`src/logic/tmr_pkg.sv`:
```
// Shared constants and types of the 8-bit waveform timer
package tmr_pkg;
   // ----------------------------------------------------------------
   // Register map (word index on the plain register port)
   // ----------------------------------------------------------------
   localparam logic [3:0] ADDR_CTRL   = 4'h0; // Mode and clock select
   localparam logic [3:0] ADDR_OUTCFG = 4'h1; // Output actions, pin dirs
   localparam logic [3:0] ADDR_COUNT  = 4'h2; // count_value
   localparam logic [3:0] ADDR_CMPA   = 4'h3; // compare_a_value
   localparam logic [3:0] ADDR_CMPB   = 4'h4; // compare_b_value
   localparam logic [3:0] ADDR_FLAGS  = 4'h5; // Sticky flags, write 1 clears

   // ----------------------------------------------------------------
   // Field layouts and values
   // ----------------------------------------------------------------
   localparam int FLAG_CMPA = 0;              // compare_a_flag bit
   localparam int FLAG_CMPB = 1;              // compare_b_flag bit
   localparam int FLAG_OVF  = 2;              // overflow_flag bit
   localparam logic [7:0] CNT_BOTTOM = 8'h00; // Bottom of the count
   localparam logic [7:0] CNT_MAX    = 8'hFF; // Largest 8-bit count
   localparam logic [7:0] ZERO_BYTE  = 8'h00; // Reset value, idle data
   localparam logic [9:0] DIV_MASK8    = 10'h007; // Prescale factor 8
   localparam logic [9:0] DIV_MASK64   = 10'h03F; // Prescale factor 64
   localparam logic [9:0] DIV_MASK256  = 10'h0FF; // Prescale factor 256
   localparam logic [9:0] DIV_MASK1024 = 10'h3FF; // Prescale factor 1024

   // Output action codes
   localparam logic [1:0] ACT_OFF    = 2'h0; // Pin disconnected
   localparam logic [1:0] ACT_TOGGLE = 2'h1; // Toggle on match
   localparam logic [1:0] ACT_CLEAR  = 2'h2; // Clear (non-inverted PWM)
   localparam logic [1:0] ACT_SET    = 2'h3; // Set (inverted PWM)

   // Waveform modes
   typedef enum logic [2:0] {
      MODE_NORMAL   = 3'h0,
      MODE_PC_MAX   = 3'h1,
      MODE_CTC      = 3'h2,
      MODE_FAST_MAX = 3'h3,
      MODE_RSV4     = 3'h4,
      MODE_PC_CMP   = 3'h5,
      MODE_RSV6     = 3'h6,
      MODE_FAST_CMP = 3'h7
   } tmr_mode_t;

   // Timer clock select
   typedef enum logic [2:0] {
      CLK_STOP    = 3'h0,
      CLK_DIV1    = 3'h1,
      CLK_DIV8    = 3'h2,
      CLK_DIV64   = 3'h3,
      CLK_DIV256  = 3'h4,
      CLK_DIV1024 = 3'h5
   } tmr_clk_sel_t;

   // Control register
   typedef struct packed {
      logic       rsv7;
      logic [2:0] clk_sel;
      logic       rsv3;
      logic [2:0] waveform_mode_sel;
   } tmr_ctrl_t;

   // Output configuration register
   typedef struct packed {
      logic [1:0] rsv;
      logic       dir_b;
      logic       dir_a;
      logic [1:0] output_action_b;
      logic [1:0] output_action_a;
   } tmr_outcfg_t;
endpackage : tmr_pkg

```
`src/logic/tmr_wave_timer.sv`:
```
// Top of the 8-bit timer with clear-on-match and PWM waveform modes
//
// The register addresses and the strobed register port were chosen for this implementation.
`timescale 1ns/1ps

// Summary of operation
// - Mode 2 clears count on compare A
// - Mode 2 compare A unbuffered, missed match wraps
// - Mode 2 sets compare A flag at top
// - Mode 2 action one toggles output A
// - Pin shows output only when direction out
// - Mode 2 overflow flag on max-to-zero
// - Modes 3, 7 single slope, top per mode
// - Fast PWM clears count after top
// - Fast PWM sets overflow flag at top
// - Fast PWM clear/set on match and wrap
// - PWM toggle of A with mode bit 2
// - Fast PWM extremes give spike or level
// - Fast PWM keeps compare double buffering
// - Modes 1, 5 dual slope, top per mode
// - Phase correct turns at top, one cycle
// - Phase correct sets overflow at bottom
// - Phase correct up/down match actions
// - Phase correct extremes give steady levels
// - Bottom transition without match to up result
// - Count at clock divided 1..1024
// - Compares buffered in PWM, direct otherwise
// - Match sets flag next clock, write-one clears
module tmr_wave_timer (
   // Clock and reset
   input  wire logic       clock,
   input  wire logic       sys_rst,
   // Register port
   input  wire logic [3:0] reg_addr,
   input  wire logic [7:0] reg_wdata,
   input  wire logic       reg_we,
   input  wire logic       reg_re,
   output logic      [7:0] reg_rdata,
   // Waveform pins, enable low while driven
   output logic            wave_out_a,
   output logic            wave_out_a_oe_n,
   output logic            wave_out_b,
   output logic            wave_out_b_oe_n
);
   // ----------------------------------------------------------------
   // State
   // ----------------------------------------------------------------
   tmr_pkg::tmr_ctrl_t   ctrl_q;          // Mode and clock select
   tmr_pkg::tmr_outcfg_t cfg_q;           // Actions and directions
   logic [7:0]           count_value_q;   // Counter
   logic                 down_q;          // Phase correct direction
   logic                 block_q;         // Match blocked after write
   logic [9:0]           div_q;           // Prescaler count
   logic [2:0]           flags_q;         // Sticky flags
   logic [7:0]           rdata_q;         // Read data
   logic [7:0]           cmp_buf_q [2];   // Software-side compares
   logic [7:0]           cmp_act_q [2];   // Compares in use
   logic [1:0]           wave_q;          // Internal compare states
   logic [1:0]           wave_d;          // Their next values
   logic [1:0]           seen_q;          // Match seen this period
   logic [1:0]           pin_q;           // Pin levels
   logic [1:0]           oe_n_q;          // Pin enables, low drives

   // Decoded helpers
   logic       tick;         // Timer clock enable
   logic       is_fast;      // Single slope PWM
   logic       is_pc;        // Dual slope PWM
   logic       is_ctc;       // Clear on compare A
   logic [7:0] top_val;      // Current top of count
   logic       at_top;       // Counter equals top
   logic       at_bot;       // Counter at bottom
   logic       ovf_ev;       // Overflow event this tick
   logic       load_ev;      // Buffered compare update point
   logic [1:0] match;        // Unblocked compare equality
   logic [1:0] act [2];      // Output actions per channel

   // ----------------------------------------------------------------
   // Mode decode
   // ----------------------------------------------------------------
   assign is_ctc  = (ctrl_q.waveform_mode_sel == tmr_pkg::MODE_CTC);
   assign is_fast = (ctrl_q.waveform_mode_sel == tmr_pkg::MODE_FAST_MAX)
                 || (ctrl_q.waveform_mode_sel == tmr_pkg::MODE_FAST_CMP);
   assign is_pc   = (ctrl_q.waveform_mode_sel == tmr_pkg::MODE_PC_MAX)
                 || (ctrl_q.waveform_mode_sel == tmr_pkg::MODE_PC_CMP);
   // Modes 5 and 7 take top from compare A, the rest run to max
   assign top_val = ((ctrl_q.waveform_mode_sel == tmr_pkg::MODE_FAST_CMP)
                 || (ctrl_q.waveform_mode_sel == tmr_pkg::MODE_PC_CMP))
                  ? cmp_act_q[0] : tmr_pkg::CNT_MAX;
   assign at_top  = (count_value_q == top_val);
   assign at_bot  = (count_value_q == tmr_pkg::CNT_BOTTOM);
   assign act[0]  = cfg_q.output_action_a;
   assign act[1]  = cfg_q.output_action_b;
   // Overflow source depends on the count shape
   assign ovf_ev  = is_pc   ? (at_bot && down_q)
                  : is_fast ? at_top
                  : (count_value_q == tmr_pkg::CNT_MAX);
   // Fast PWM loads at the wrap, phase correct at the turn at top
   assign load_ev = tick && at_top && (is_fast || (is_pc && !down_q));
   // ----------------------------------------------------------------
   // Prescaler: free running, tick is one clock wide
   // ----------------------------------------------------------------
   always_ff @(posedge clock or posedge sys_rst) begin
      if (sys_rst) begin
         div_q <= 10'h000;
      end else begin
         div_q <= div_q + 10'h001;
      end
   end
   // Pick the tick; unused codes stop the timer
   always_comb begin
      unique case (ctrl_q.clk_sel)
         tmr_pkg::CLK_STOP:    tick = 1'b0;
         tmr_pkg::CLK_DIV1:    tick = 1'b1;
         tmr_pkg::CLK_DIV8:    tick = ((div_q & tmr_pkg::DIV_MASK8)
                                      == tmr_pkg::DIV_MASK8);
         tmr_pkg::CLK_DIV64:   tick = ((div_q & tmr_pkg::DIV_MASK64)
                                      == tmr_pkg::DIV_MASK64);
         tmr_pkg::CLK_DIV256:  tick = ((div_q & tmr_pkg::DIV_MASK256)
                                      == tmr_pkg::DIV_MASK256);
         tmr_pkg::CLK_DIV1024: tick = (div_q == tmr_pkg::DIV_MASK1024);
         default:              tick = 1'b0;
      endcase
   end
   // ----------------------------------------------------------------
   // Control registers, reserved bits kept at zero
   // ----------------------------------------------------------------
   always_ff @(posedge clock or posedge sys_rst) begin
      if (sys_rst) begin
         ctrl_q <= '0;
         cfg_q  <= '0;
      end else if (reg_we && reg_addr == tmr_pkg::ADDR_CTRL) begin
         ctrl_q <= tmr_pkg::tmr_ctrl_t'(reg_wdata & 8'h77);
      end else if (reg_we && reg_addr == tmr_pkg::ADDR_OUTCFG) begin
         cfg_q <= tmr_pkg::tmr_outcfg_t'(reg_wdata & 8'h3F);
      end
   end
   // ----------------------------------------------------------------
   // Counter and direction
   // ----------------------------------------------------------------
   always_ff @(posedge clock or posedge sys_rst) begin
      if (sys_rst) begin
         count_value_q <= tmr_pkg::CNT_BOTTOM;
         down_q        <= 1'b0;
      end else if (reg_we && reg_addr == tmr_pkg::ADDR_COUNT) begin
         count_value_q <= reg_wdata;
      end else if (tick) begin
         if (is_pc) begin
            // Top and bottom each last one tick, then turn
            if (!down_q && at_top) begin
               down_q        <= 1'b1;
               count_value_q <= count_value_q - 8'h01;
            end else if (down_q && at_bot) begin
               down_q        <= 1'b0;
               count_value_q <= count_value_q + 8'h01;
            end else if (down_q) begin
               count_value_q <= count_value_q - 8'h01;
            end else begin
               count_value_q <= count_value_q + 8'h01;
            end
         end else if (is_fast && at_top) begin
            count_value_q <= tmr_pkg::CNT_BOTTOM;
         end else if (is_ctc && match[0]) begin
            count_value_q <= tmr_pkg::CNT_BOTTOM;
         end else begin
            // A missed match runs on to max and wraps
            count_value_q <= count_value_q + 8'h01;
         end
      end
   end
   // A counter write masks matches on the next tick, even when stopped
   always_ff @(posedge clock or posedge sys_rst) begin
      if (sys_rst) begin
         block_q <= 1'b0;
      end else if (reg_we && reg_addr == tmr_pkg::ADDR_COUNT) begin
         block_q <= 1'b1;
      end else if (tick) begin
         block_q <= 1'b0;
      end
   end
   // ----------------------------------------------------------------
   // Sticky flags: hardware set wins over software clear
   // ----------------------------------------------------------------
   always_ff @(posedge clock or posedge sys_rst) begin
      if (sys_rst) begin
         flags_q <= 3'h0;
      end else begin
         flags_q <= (flags_q
                  & ~((reg_we && reg_addr == tmr_pkg::ADDR_FLAGS)
                      ? reg_wdata[2:0] : 3'h0))
                  | {tick && ovf_ev, tick && match[1],
                     tick && match[0]};
      end
   end
   // ----------------------------------------------------------------
   // Read port, data valid the cycle after the strobe
   // ----------------------------------------------------------------
   always_ff @(posedge clock or posedge sys_rst) begin
      if (sys_rst) begin
         rdata_q <= tmr_pkg::ZERO_BYTE;
      end else if (reg_re) begin
         unique case (reg_addr)
            tmr_pkg::ADDR_CTRL:   rdata_q <= ctrl_q;
            tmr_pkg::ADDR_OUTCFG: rdata_q <= cfg_q;
            tmr_pkg::ADDR_COUNT:  rdata_q <= count_value_q;
            tmr_pkg::ADDR_CMPA:   rdata_q <= cmp_buf_q[0];
            tmr_pkg::ADDR_CMPB:   rdata_q <= cmp_buf_q[1];
            tmr_pkg::ADDR_FLAGS:  rdata_q <= {5'h00, flags_q};
            default:              rdata_q <= tmr_pkg::ZERO_BYTE;
         endcase
      end else begin
         rdata_q <= tmr_pkg::ZERO_BYTE;
      end
   end
   assign reg_rdata = rdata_q;
   // ----------------------------------------------------------------
   // Compare channels A (0) and B (1)
   // ----------------------------------------------------------------
   for (genvar i = 0; i < 2; i++) begin : g_ch
      localparam logic [3:0] ADDR = i ? tmr_pkg::ADDR_CMPB
                                      : tmr_pkg::ADDR_CMPA;
      logic wr;     // Software write to this compare
      logic up_res; // Level after an up-counting match
      logic tog_ok; // Channel A toggle allowed in PWM modes 5 and 7
      assign wr     = reg_we && (reg_addr == ADDR);
      assign up_res = act[i][0];
      assign tog_ok = (i == 0) && ctrl_q.waveform_mode_sel[2];
      assign match[i] = (count_value_q == cmp_act_q[i]) && !block_q;
      // Buffer and active compare; PWM modes defer the update
      always_ff @(posedge clock or posedge sys_rst) begin
         if (sys_rst) begin
            cmp_buf_q[i] <= tmr_pkg::ZERO_BYTE;
            cmp_act_q[i] <= tmr_pkg::ZERO_BYTE;
         end else begin
            if (wr) begin
               cmp_buf_q[i] <= reg_wdata;
            end
            if (!is_fast && !is_pc) begin
               // Written straight through, no buffering
               if (wr) begin
                  cmp_act_q[i] <= reg_wdata;
               end else begin
                  cmp_act_q[i] <= cmp_buf_q[i];
               end
            end else if (load_ev) begin
               cmp_act_q[i] <= cmp_buf_q[i];
            end
         end
      end
      // Next internal compare state
      always_comb begin
         wave_d[i] = wave_q[i];
         if (tick && is_fast) begin
            if (act[i][1] && at_top) begin
               // Wrap wins, so compare at top gives a steady level
               wave_d[i] = !act[i][0];
            end else if (act[i][1] && match[i]) begin
               wave_d[i] = act[i][0];
            end else if (act[i] == tmr_pkg::ACT_TOGGLE && tog_ok
                         && match[i]) begin
               wave_d[i] = !wave_q[i];
            end
         end else if (tick && is_pc) begin
            if (act[i][1] && !down_q && at_top
                && cmp_act_q[i] >= top_val) begin
               wave_d[i] = !up_res;
            end else if (act[i][1] && match[i]) begin
               // Bottom match counts as the start of the up slope
               wave_d[i] = (!down_q || at_bot) ? up_res
                                               : !up_res;
            end else if (act[i][1] && down_q && at_bot
                         && !seen_q[i] && cmp_act_q[i] != top_val) begin
               wave_d[i] = up_res;
            end else if (act[i] == tmr_pkg::ACT_TOGGLE && tog_ok
                         && match[i]) begin
               wave_d[i] = !wave_q[i];
            end
         end else if (tick && match[i]) begin
            unique case (act[i])
               tmr_pkg::ACT_OFF:    wave_d[i] = wave_q[i];
               tmr_pkg::ACT_TOGGLE: wave_d[i] = !wave_q[i];
               tmr_pkg::ACT_CLEAR:  wave_d[i] = 1'b0;
               tmr_pkg::ACT_SET:    wave_d[i] = 1'b1;
            endcase
         end
      end
      // State, period match memory and pin drivers
      always_ff @(posedge clock or posedge sys_rst) begin
         if (sys_rst) begin
            wave_q[i] <= 1'b0;
            seen_q[i] <= 1'b0;
            pin_q[i]  <= 1'b0;
            oe_n_q[i] <= 1'b1;
         end else begin
            wave_q[i] <= wave_d[i];
            if (tick && down_q && at_bot) begin
               seen_q[i] <= 1'b0;
            end else if (tick && match[i] && !at_top) begin
               seen_q[i] <= 1'b1;
            end
            pin_q[i]  <= wave_q[i];
            // Driven only with an action chosen and direction out
            oe_n_q[i] <= !((i ? cfg_q.dir_b : cfg_q.dir_a)
                        && act[i] != tmr_pkg::ACT_OFF);
         end
      end
   end
   assign wave_out_a      = pin_q[0];
   assign wave_out_b      = pin_q[1];
   assign wave_out_a_oe_n = oe_n_q[0];
   assign wave_out_b_oe_n = oe_n_q[1];
endmodule : tmr_wave_timer

```
`config.mk`:
```
export PLATFORM = sky130hd
export DESIGN_NAME = tmr_wave_timer
export DESIGN_NICKNAME = d
export VERILOG_FILES = /design/src/logic/tmr_pkg.sv /design/src/logic/tmr_wave_timer.sv
export SDC_FILE = /design/constraint.sdc
export NUM_CORES = 1
export LEC_CHECK = 0
export BUFFER_PORTS_ARGS = -buffer_cell sky130_fd_sc_hd__clkbuf_2
export CAP_MARGIN = 20
export CORE_MARGIN = 1
export CORE_UTILIZATION = 60
export DETAILED_ROUTE_END_ITERATION = 16
export GPL_TIMING_DRIVEN = 1
export PLACE_DENSITY = 0.79
export SETUP_SLACK_MARGIN = 0.3
export SKIP_LAST_GASP = 1
export SLEW_MARGIN = 20
export SYNTH_ARGS = -nofsm -noshare
export SYNTH_HDL_FRONTEND = slang
export SYNTH_SLANG_ARGS = --single-unit
```
`constraint.sdc`:
```
create_clock -name clock -period 2.7 [get_ports clock]
set_input_delay 0.135 -clock clock [delete_from_list [all_inputs] [get_ports clock]]
set_output_delay 0.135 -clock clock [all_outputs]
set_load 0.01 [all_outputs]
```
-- Word level (Yosys, flattened, before mapping)
Index checks and enable logic that the tools add are counted.
W data, S select, Z words.
- add/sub/neg operators: 3
- div/mod/pow operators: 0
- equality and inequality tests: 35
- reduce and logical (&&, ||, !) cells: 82
- bitwise operators: 5
- multipliers: 0
- magnitude comparators: 2
- muxes and demuxes: 50
- shift-type cells: 0
- operators with widths (operator ; count):
    $mux W8 ; 16
    $pmux W8 S6 ; 1
    $logic_and A1 B1 Y1 ; 47
    $mux W1 ; 29
    $eq A8 B8 Y1 ; 3
    $eq A8 B8 Y1 const B ; 2
    $ge A8 B8 Y1 ; 2
    $ne A8 B8 Y1 ; 2
    $eq A3 B3 Y1 const B ; 5
    $reduce_bool A2 Y1 ; 7
    $logic_not A1 Y1 ; 13
    $eq A3 B2 Y1 const B ; 4
    $add A10 B1 Y10 const B ; 1
    $eq A10 B10 Y1 const B ; 1
    $add A8 B1 Y8 const B ; 1
    $eq A2 B2 Y1 const B ; 4
    $eq A4 B2 Y1 const B ; 2
    $eq A4 B3 Y1 const B ; 2
    $logic_not A8 Y1 ; 1
    $reduce_and A4 Y1 ; 2
    $sub A8 B1 Y8 const B ; 1
    $eq A3 B1 Y1 const B ; 2
    $eq A6 B6 Y1 const B ; 1
    $ne A3 B3 Y1 const B ; 2
    16 further kinds ; 26
- bits in read-only memories: 0
- bits of input ports: 16
- memories kept: 0
- bits in latches: 0
- logic and storage cells: 201
- flip-flop bits (word level): 83
- bits in writable memories: 0
- output and inout port bits: 12

-- Longest topological paths before layout
- depth after elaboration: 10
- mapped depth: 11
- gate-level depth less buffers: 10

-- Least setup slack after synthesis
Ideal clock, no wire load.
- path type: register to register
- start: register count_value_q[1]
- end: register wave_q[1]
- cell stages (with the launch flop): 10
- period minus slack after synthesis: 2.413 ns
- buffers on the path: 1
- data required time: 2.572 ns
- arrival: 2.286 ns
- library setup time: 0.128 ns
- path slack: 0.287 ns
- cells stage by stage: dfrtp_1 > clkbuf_1 > or2_1 > nor3_1 > o32ai_4 > nor3_4 > o311a_1 > a211oi_1 > nor3_1 > mux2_1
- word-level cells in the longest chain between the ends: 7
- elaborated cells between the ends (all ways): 23
- classes of those cells: eq/ne (4); mux (6); reduce/logical (13)
- RTL lines (element ; line ; source):
    start: declaration ; tmr_wave_timer.sv:50 ; logic [7:0] count_value_q;
    start signal: assignment ; tmr_wave_timer.sv:142 ; count_value_q <= tmr_pkg::CNT_BOTTOM;
    start signal: assignment ; tmr_wave_timer.sv:145 ; count_value_q <= reg_wdata;
    start signal: assignment ; tmr_wave_timer.sv:151 ; count_value_q <= count_value_q - 8'h01;
    $logic_not A8 Y1 / $eq A8 B8 Y1 (equally long branches) ; tmr_wave_timer.sv:90, tmr_wave_timer.sv:227 ;
    $logic_or A1 B1 Y1 / $logic_and A1 B1 Y1 (equally long branches) ; tmr_wave_timer.sv:268, tmr_wave_timer.sv:227 ;
    $mux W1 / $logic_and A1 B1 Y1 (equally long branches) ; tmr_wave_timer.sv:268, tmr_wave_timer.sv:256, tmr_wave_timer.sv:266 ;
    $mux W1 ; tmr_wave_timer.sv:266 ; end else if (act[i][1] && match[i]) begin
    $mux W1 ; tmr_wave_timer.sv:263 ; if (act[i][1] && !down_q && at_top
    $mux W1 ; tmr_wave_timer.sv:262 ; end else if (tick && is_pc) begin
    $mux W1 ; tmr_wave_timer.sv:252 ; if (tick && is_fast) begin
    end signal: indexed assignment ; tmr_wave_timer.sv:294 ; wave_q[i] <= wave_d[i];
    end: declaration ; tmr_wave_timer.sv:58 ; logic [1:0] wave_q;
Parallel ways exist; a longest one is shown, timed or not.
A chain may end at the register's enable or synchronous reset.

-- Worst setup path in the final report
- start: register ctrl_q[0] (netlist name)
- end: register cmp_act_q[6] (netlist name)
- word-level cells in the longest chain between the ends: 7
- elaborated cells between the ends (all ways): 18
- classes of those cells: eq/ne (5); mux (2); reduce/logical (11)
- RTL lines (element ; line ; source):
    start: declaration ; tmr_wave_timer.sv:48 ; tmr_pkg::tmr_ctrl_t ctrl_q;
    start signal: assignment ; tmr_wave_timer.sv:132 ; ctrl_q <= tmr_pkg::tmr_ctrl_t'(reg_wdata & 8'h77);
    $eq A3 B3 Y1 (on tied branches) ; n/a ;
    $logic_or A1 B1 Y1 ; tmr_wave_timer.sv:87 ; || (ctrl_q.waveform_mode_sel == tmr_pkg::MODE_PC_CMP))
    $mux W8 ; tmr_wave_timer.sv:88 ; ? cmp_act_q[0] : tmr_pkg::CNT_MAX;
    $eq A8 B8 Y1 ; tmr_wave_timer.sv:89 ; assign at_top = (count_value_q == top_val);
    $logic_and A1 B1 Y1 (2 in a row) ; tmr_wave_timer.sv:98 ; assign load_ev = tick && at_top && (is_fast || (is_pc && !down_q));
    $reduce_bool A2 Y1 (no source line) ; n/a ;
    end signal: indexed assignment ; tmr_wave_timer.sv:232 ; cmp_act_q[i] <= tmr_pkg::ZERO_BYTE;
    end signal: indexed assignment ; tmr_wave_timer.sv:240 ; cmp_act_q[i] <= reg_wdata;
    end signal: indexed assignment ; tmr_wave_timer.sv:242 ; cmp_act_q[i] <= cmp_buf_q[i];
    end: declaration ; tmr_wave_timer.sv:57 ; logic [7:0] cmp_act_q [2];
Parallel ways exist; a longest one is shown, timed or not.

==> reports/summary.md <==
* **commonest non-fill, non-tap cells in the layout** sky130_fd_sc_hd__dfrtp_1 (74), sky130_fd_sc_hd__nand2_1 (52), sky130_fd_sc_hd__nor2_1 (49), sky130_fd_sc_hd__a21oi_1 (37), sky130_fd_sc_hd__buf_4 (37)
* **CP Launch Type** flip-flop
* **total number of H-tree levels** 3
* **ratio of final minimum period to clock period** 96.27%
* **via count** 4,621
* **root buffer cell** sky130_fd_sc_hd__clkbuf_8
* **setup slack after layout** 100.7 ps
* **highest clock frequency the design can meet** 384.7 MHz
* **synthesis warning total** 0
* **Setup Slack @ Placement** 56.75 ps
* **count of input and output buffers** 27
* **placer's final routability congestion estimate** 0.9956
* **vias in the first global route** 4,367
* **total routing resource utilization after global routing** 34.70%
* **Worst Path Required** 2940 ps
* **Residual DRC** 0
* **number of antenna-violating nets in the routed design** 0
* **arrival time reported for the critical path endpoint** 2840 ps
* **number of DRC markers after the initial detailed-route iteration** 622
* **filler cell count in the final layout** 500
* **mean post-synth cell area** 9.528 sq um
* **static leakage** 2.579 nW
* **number of standard cells after synthesis** 525
* **type of destination of the critical path** flip-flop
* **final number of hold-violating endpoints** 0
* **IR drop worst, VDD** 0.4321 mV
* **number of synthesized flops with an enable pin** 0
* **total core area** 7888 sq um
* **clock network latency to the later pin of the worst-skew pair** 370 ps
* **antenna diode instance count** 0
* **iteration count of the initial detailed-routing pass** 5
* **run status** completed
* **standard-cell row count** 32
* **minimum clock period** 2599 ps
* **clock sink count** 83
* **Top Ports** 28
* **die span in x** 93.31 um
* **share of layout cells above drive strength 1** 29.22%
* **CTS tree** yes
* **wire length per cell after detailed routing** 21.29 um
* **die height** 93.31 um
* **power density of the placed cells** 858.2 nW/um^2
* **Reg2Reg Setup Slack** 100 ps
* **number of buffers between clock root and the deepest sink** 2
* **Setup TNS Final** 0 ps
* **Worst Setup Path Type** flip-flop to flip-flop
* **crit path max fanout** 8
* **Post-Place Cell Area** 5384 sq um
* **flop and latch count out of synthesis** 83
* **leading cell type in the layout, fill and taps excluded** sky130_fd_sc_hd__dfrtp_1
* **via density per instance** 6.659
* **syn_nets** 553
* **worst-case headroom to the max-slew limit** 58.66%
* **pin count of the biggest net entering global routing** 50
* **clock-pin slew on the worst setup and hold paths** 90 ps
* **number of nets in the layout** 615
* **count of different cell masters after synthesis** 66
* **layout-stage area growth over the synthesis result** 20.59%
* **total of max-cap violations** 0
* **initial core utilization** 63.42%
* **min-delay worst type** input pin to flip-flop
* **largest cells by area after synthesis** sky130_fd_sc_hd__dfrtp_1 (41%), sky130_fd_sc_hd__mux2_2 (6.3%), sky130_fd_sc_hd__mux2i_1 (4.8%)
* **summed instance area of the synthesized netlist** 5002 sq um
* **number of antenna violations at the first check in global routing** 0
* **post-synth top area share** 40.52%
* **placed wire-length estimate** 9.921 mm
* **area of the die** 8707 sq um
* **share of async-settable or async-resettable flops after synthesis** 100.0%
* **cell area after layout** 6032 sq um
* **fraction of the yosys area taken by sequential cells** 41.57%
* **global route total overflow** 0
* **setup repair after global routing missed its margin** true
* **first-pass GRT wire length** 22.84 mm
* **CTS buffer count** 9
* **Tightest Pin Transition** 619.4 ps
* **post-route clock skew** 8.971 ps
* **total setup violations reported at the end of the flow** 0
* **Max Slew Vio Count** 0
* **main flop type after synthesis** sky130_fd_sc_hd__dfrtp_1
* **cell taking the most area after synthesis** sky130_fd_sc_hd__dfrtp_1
* **WL final** 14.78 mm
## sequential cells by signal, indices dropped and copies added (netlist names)
name,flops
cfg_q,2
block_q,1
div_q,10
wave_out_b_oe_n,1
wave_out_a,1
cmp_act_q,16
ctrl_q,6
wave_out_b,1
wave_out_a_oe_n,1
reg_rdata,8
act,4
flags_q,3
seen_q,2
count_value_q,8
wave_q,2
cmp_buf_q,16
down_q,1
## stage by stage
stage	utilization, %	power (mW)	cells	hold WS [ps]
floorplan	-	3.277	525	251.8
global placement	68.26	3.791	653	212.7
detailed placement	68.26	3.871	653	213.1
CTS	72.97	4.898	679	43.68
global route	76.48	5.449	694	49.56
finish	76.48	5.177	694	43.10
## metal layers
layer  wire length (um)  track usage [%]  vias to the layer above
li1                   -                -                     2055
met1               6122            46.44                     2274
met2               7083            56.19                      242
met3               1186            6.179                       50
met4                384            13.33                        0
met5                  0                0                        -
## worst max-delay path, stage by stage, from the launching register on
cell and delay [ps]:
sky130_fd_sc_hd__dfrtp_2 470, sky130_fd_sc_hd__buf_6 130, sky130_fd_sc_hd__nand3b_1 170, sky130_fd_sc_hd__o32ai_4 360, sky130_fd_sc_hd__o32ai_4 180, sky130_fd_sc_hd__buf_6 150
sky130_fd_sc_hd__nor2_4 190, sky130_fd_sc_hd__nand2_2 90, sky130_fd_sc_hd__a21oi_4 220, sky130_fd_sc_hd__buf_12 180, sky130_fd_sc_hd__mux2i_1 240, sky130_fd_sc_hd__a21oi_1 100
## Yosys cell counts, types with 3 or more instances
cell                        number
sky130_fd_sc_hd__o211ai_1        3
sky130_fd_sc_hd__a22oi_1        12
sky130_fd_sc_hd__and3_1          4
sky130_fd_sc_hd__nand4_1         9
sky130_fd_sc_hd__dfrtp_1        81
sky130_fd_sc_hd__buf_1           3
sky130_fd_sc_hd__ha_1           12
sky130_fd_sc_hd__or3_1           4
sky130_fd_sc_hd__nor4b_1         4
sky130_fd_sc_hd__clkbuf_1       20
sky130_fd_sc_hd__nand2_1        53
sky130_fd_sc_hd__nand3b_1        4
sky130_fd_sc_hd__nor4_1          4
sky130_fd_sc_hd__nand2b_1        4
sky130_fd_sc_hd__a222oi_1        6
sky130_fd_sc_hd__mux2i_1        24
sky130_fd_sc_hd__nor3_1         11
sky130_fd_sc_hd__o21ai_0        16
sky130_fd_sc_hd__a31oi_1         8
sky130_fd_sc_hd__nand3_1        23
sky130_fd_sc_hd__a21oi_1        39
sky130_fd_sc_hd__nand4bb_1       4
sky130_fd_sc_hd__mux2_2         28
sky130_fd_sc_hd__xor2_1         11
sky130_fd_sc_hd__buf_2           4
sky130_fd_sc_hd__xnor2_1        14
sky130_fd_sc_hd__and2_1          5
sky130_fd_sc_hd__inv_1          11
sky130_fd_sc_hd__nor2_1         52
sky130_fd_sc_hd__o22ai_1         3
sky130_fd_sc_hd__o21ai_1         3
## power breakdown
group	switching, mW	internal [mW]
registers	0.470	1.56
clock network	0.510	0.379
logic	1.21	1.05
## final timing paths
check                              endpoint  cells past startpoint          from
max in group asynchronous  count_value_q[5]                      4       sys_rst
max reg2reg                    cmp_act_q[6]                     11     ctrl_q[0]
min in group asynchronous      reg_rdata[1]                      3       sys_rst
min reg2reg                      wave_out_b                      0     wave_q[1]
min                        count_value_q[7]                      3  reg_wdata[7]
max                            cmp_act_q[6]                     11     ctrl_q[0]
## cell families (layout without fill, tap and decap cells)
logic type | Yosys count | after routing | synth area share (%)
DFF | 83 | 83 | 41.57
buffers and inverters | 40 | 107 | 3.276
adders and majority gates | 12 | 12 | 3.001
xor gates and xnor gates | 25 | 25 | 4.377
AOI/OAI and AO/OA | 117 | 117 | 16.58
muxes | 53 | 53 | 11.33
and+or+nand+nor | 195 | 195 | 19.86
## area by class of cell
| cell class | count | area (sq um) | area share, % |
|---|---|---|---|
| repair buffers | 80 | 651.9 | 10.81 |
| clock buffers | 10 | 137.6 | 2.282 |
| flip-flops and latches | 83 | 2088 | 34.62 |
| multi-input cells | 402 | 2930 | 48.58 |
| inverters | 11 | 42.54 | 0.7052 |
| well taps | 102 | 127.6 | 2.116 |
| clock inverters | 6 | 53.80 | 0.8919 |
## repair_timing
item / 4_1_cts / 5_1_grt
hold endpoints to repair: 32 / 0
resized for setup: 23 / 30
cloned: 0 / 1
pin swaps: 14 / 33
setup endpoints to repair: 26 / 26
buffers inserted: 9 / 14
hold buffers: 1 / 0
No activity file was read; power rests on OpenSTA's default activity.
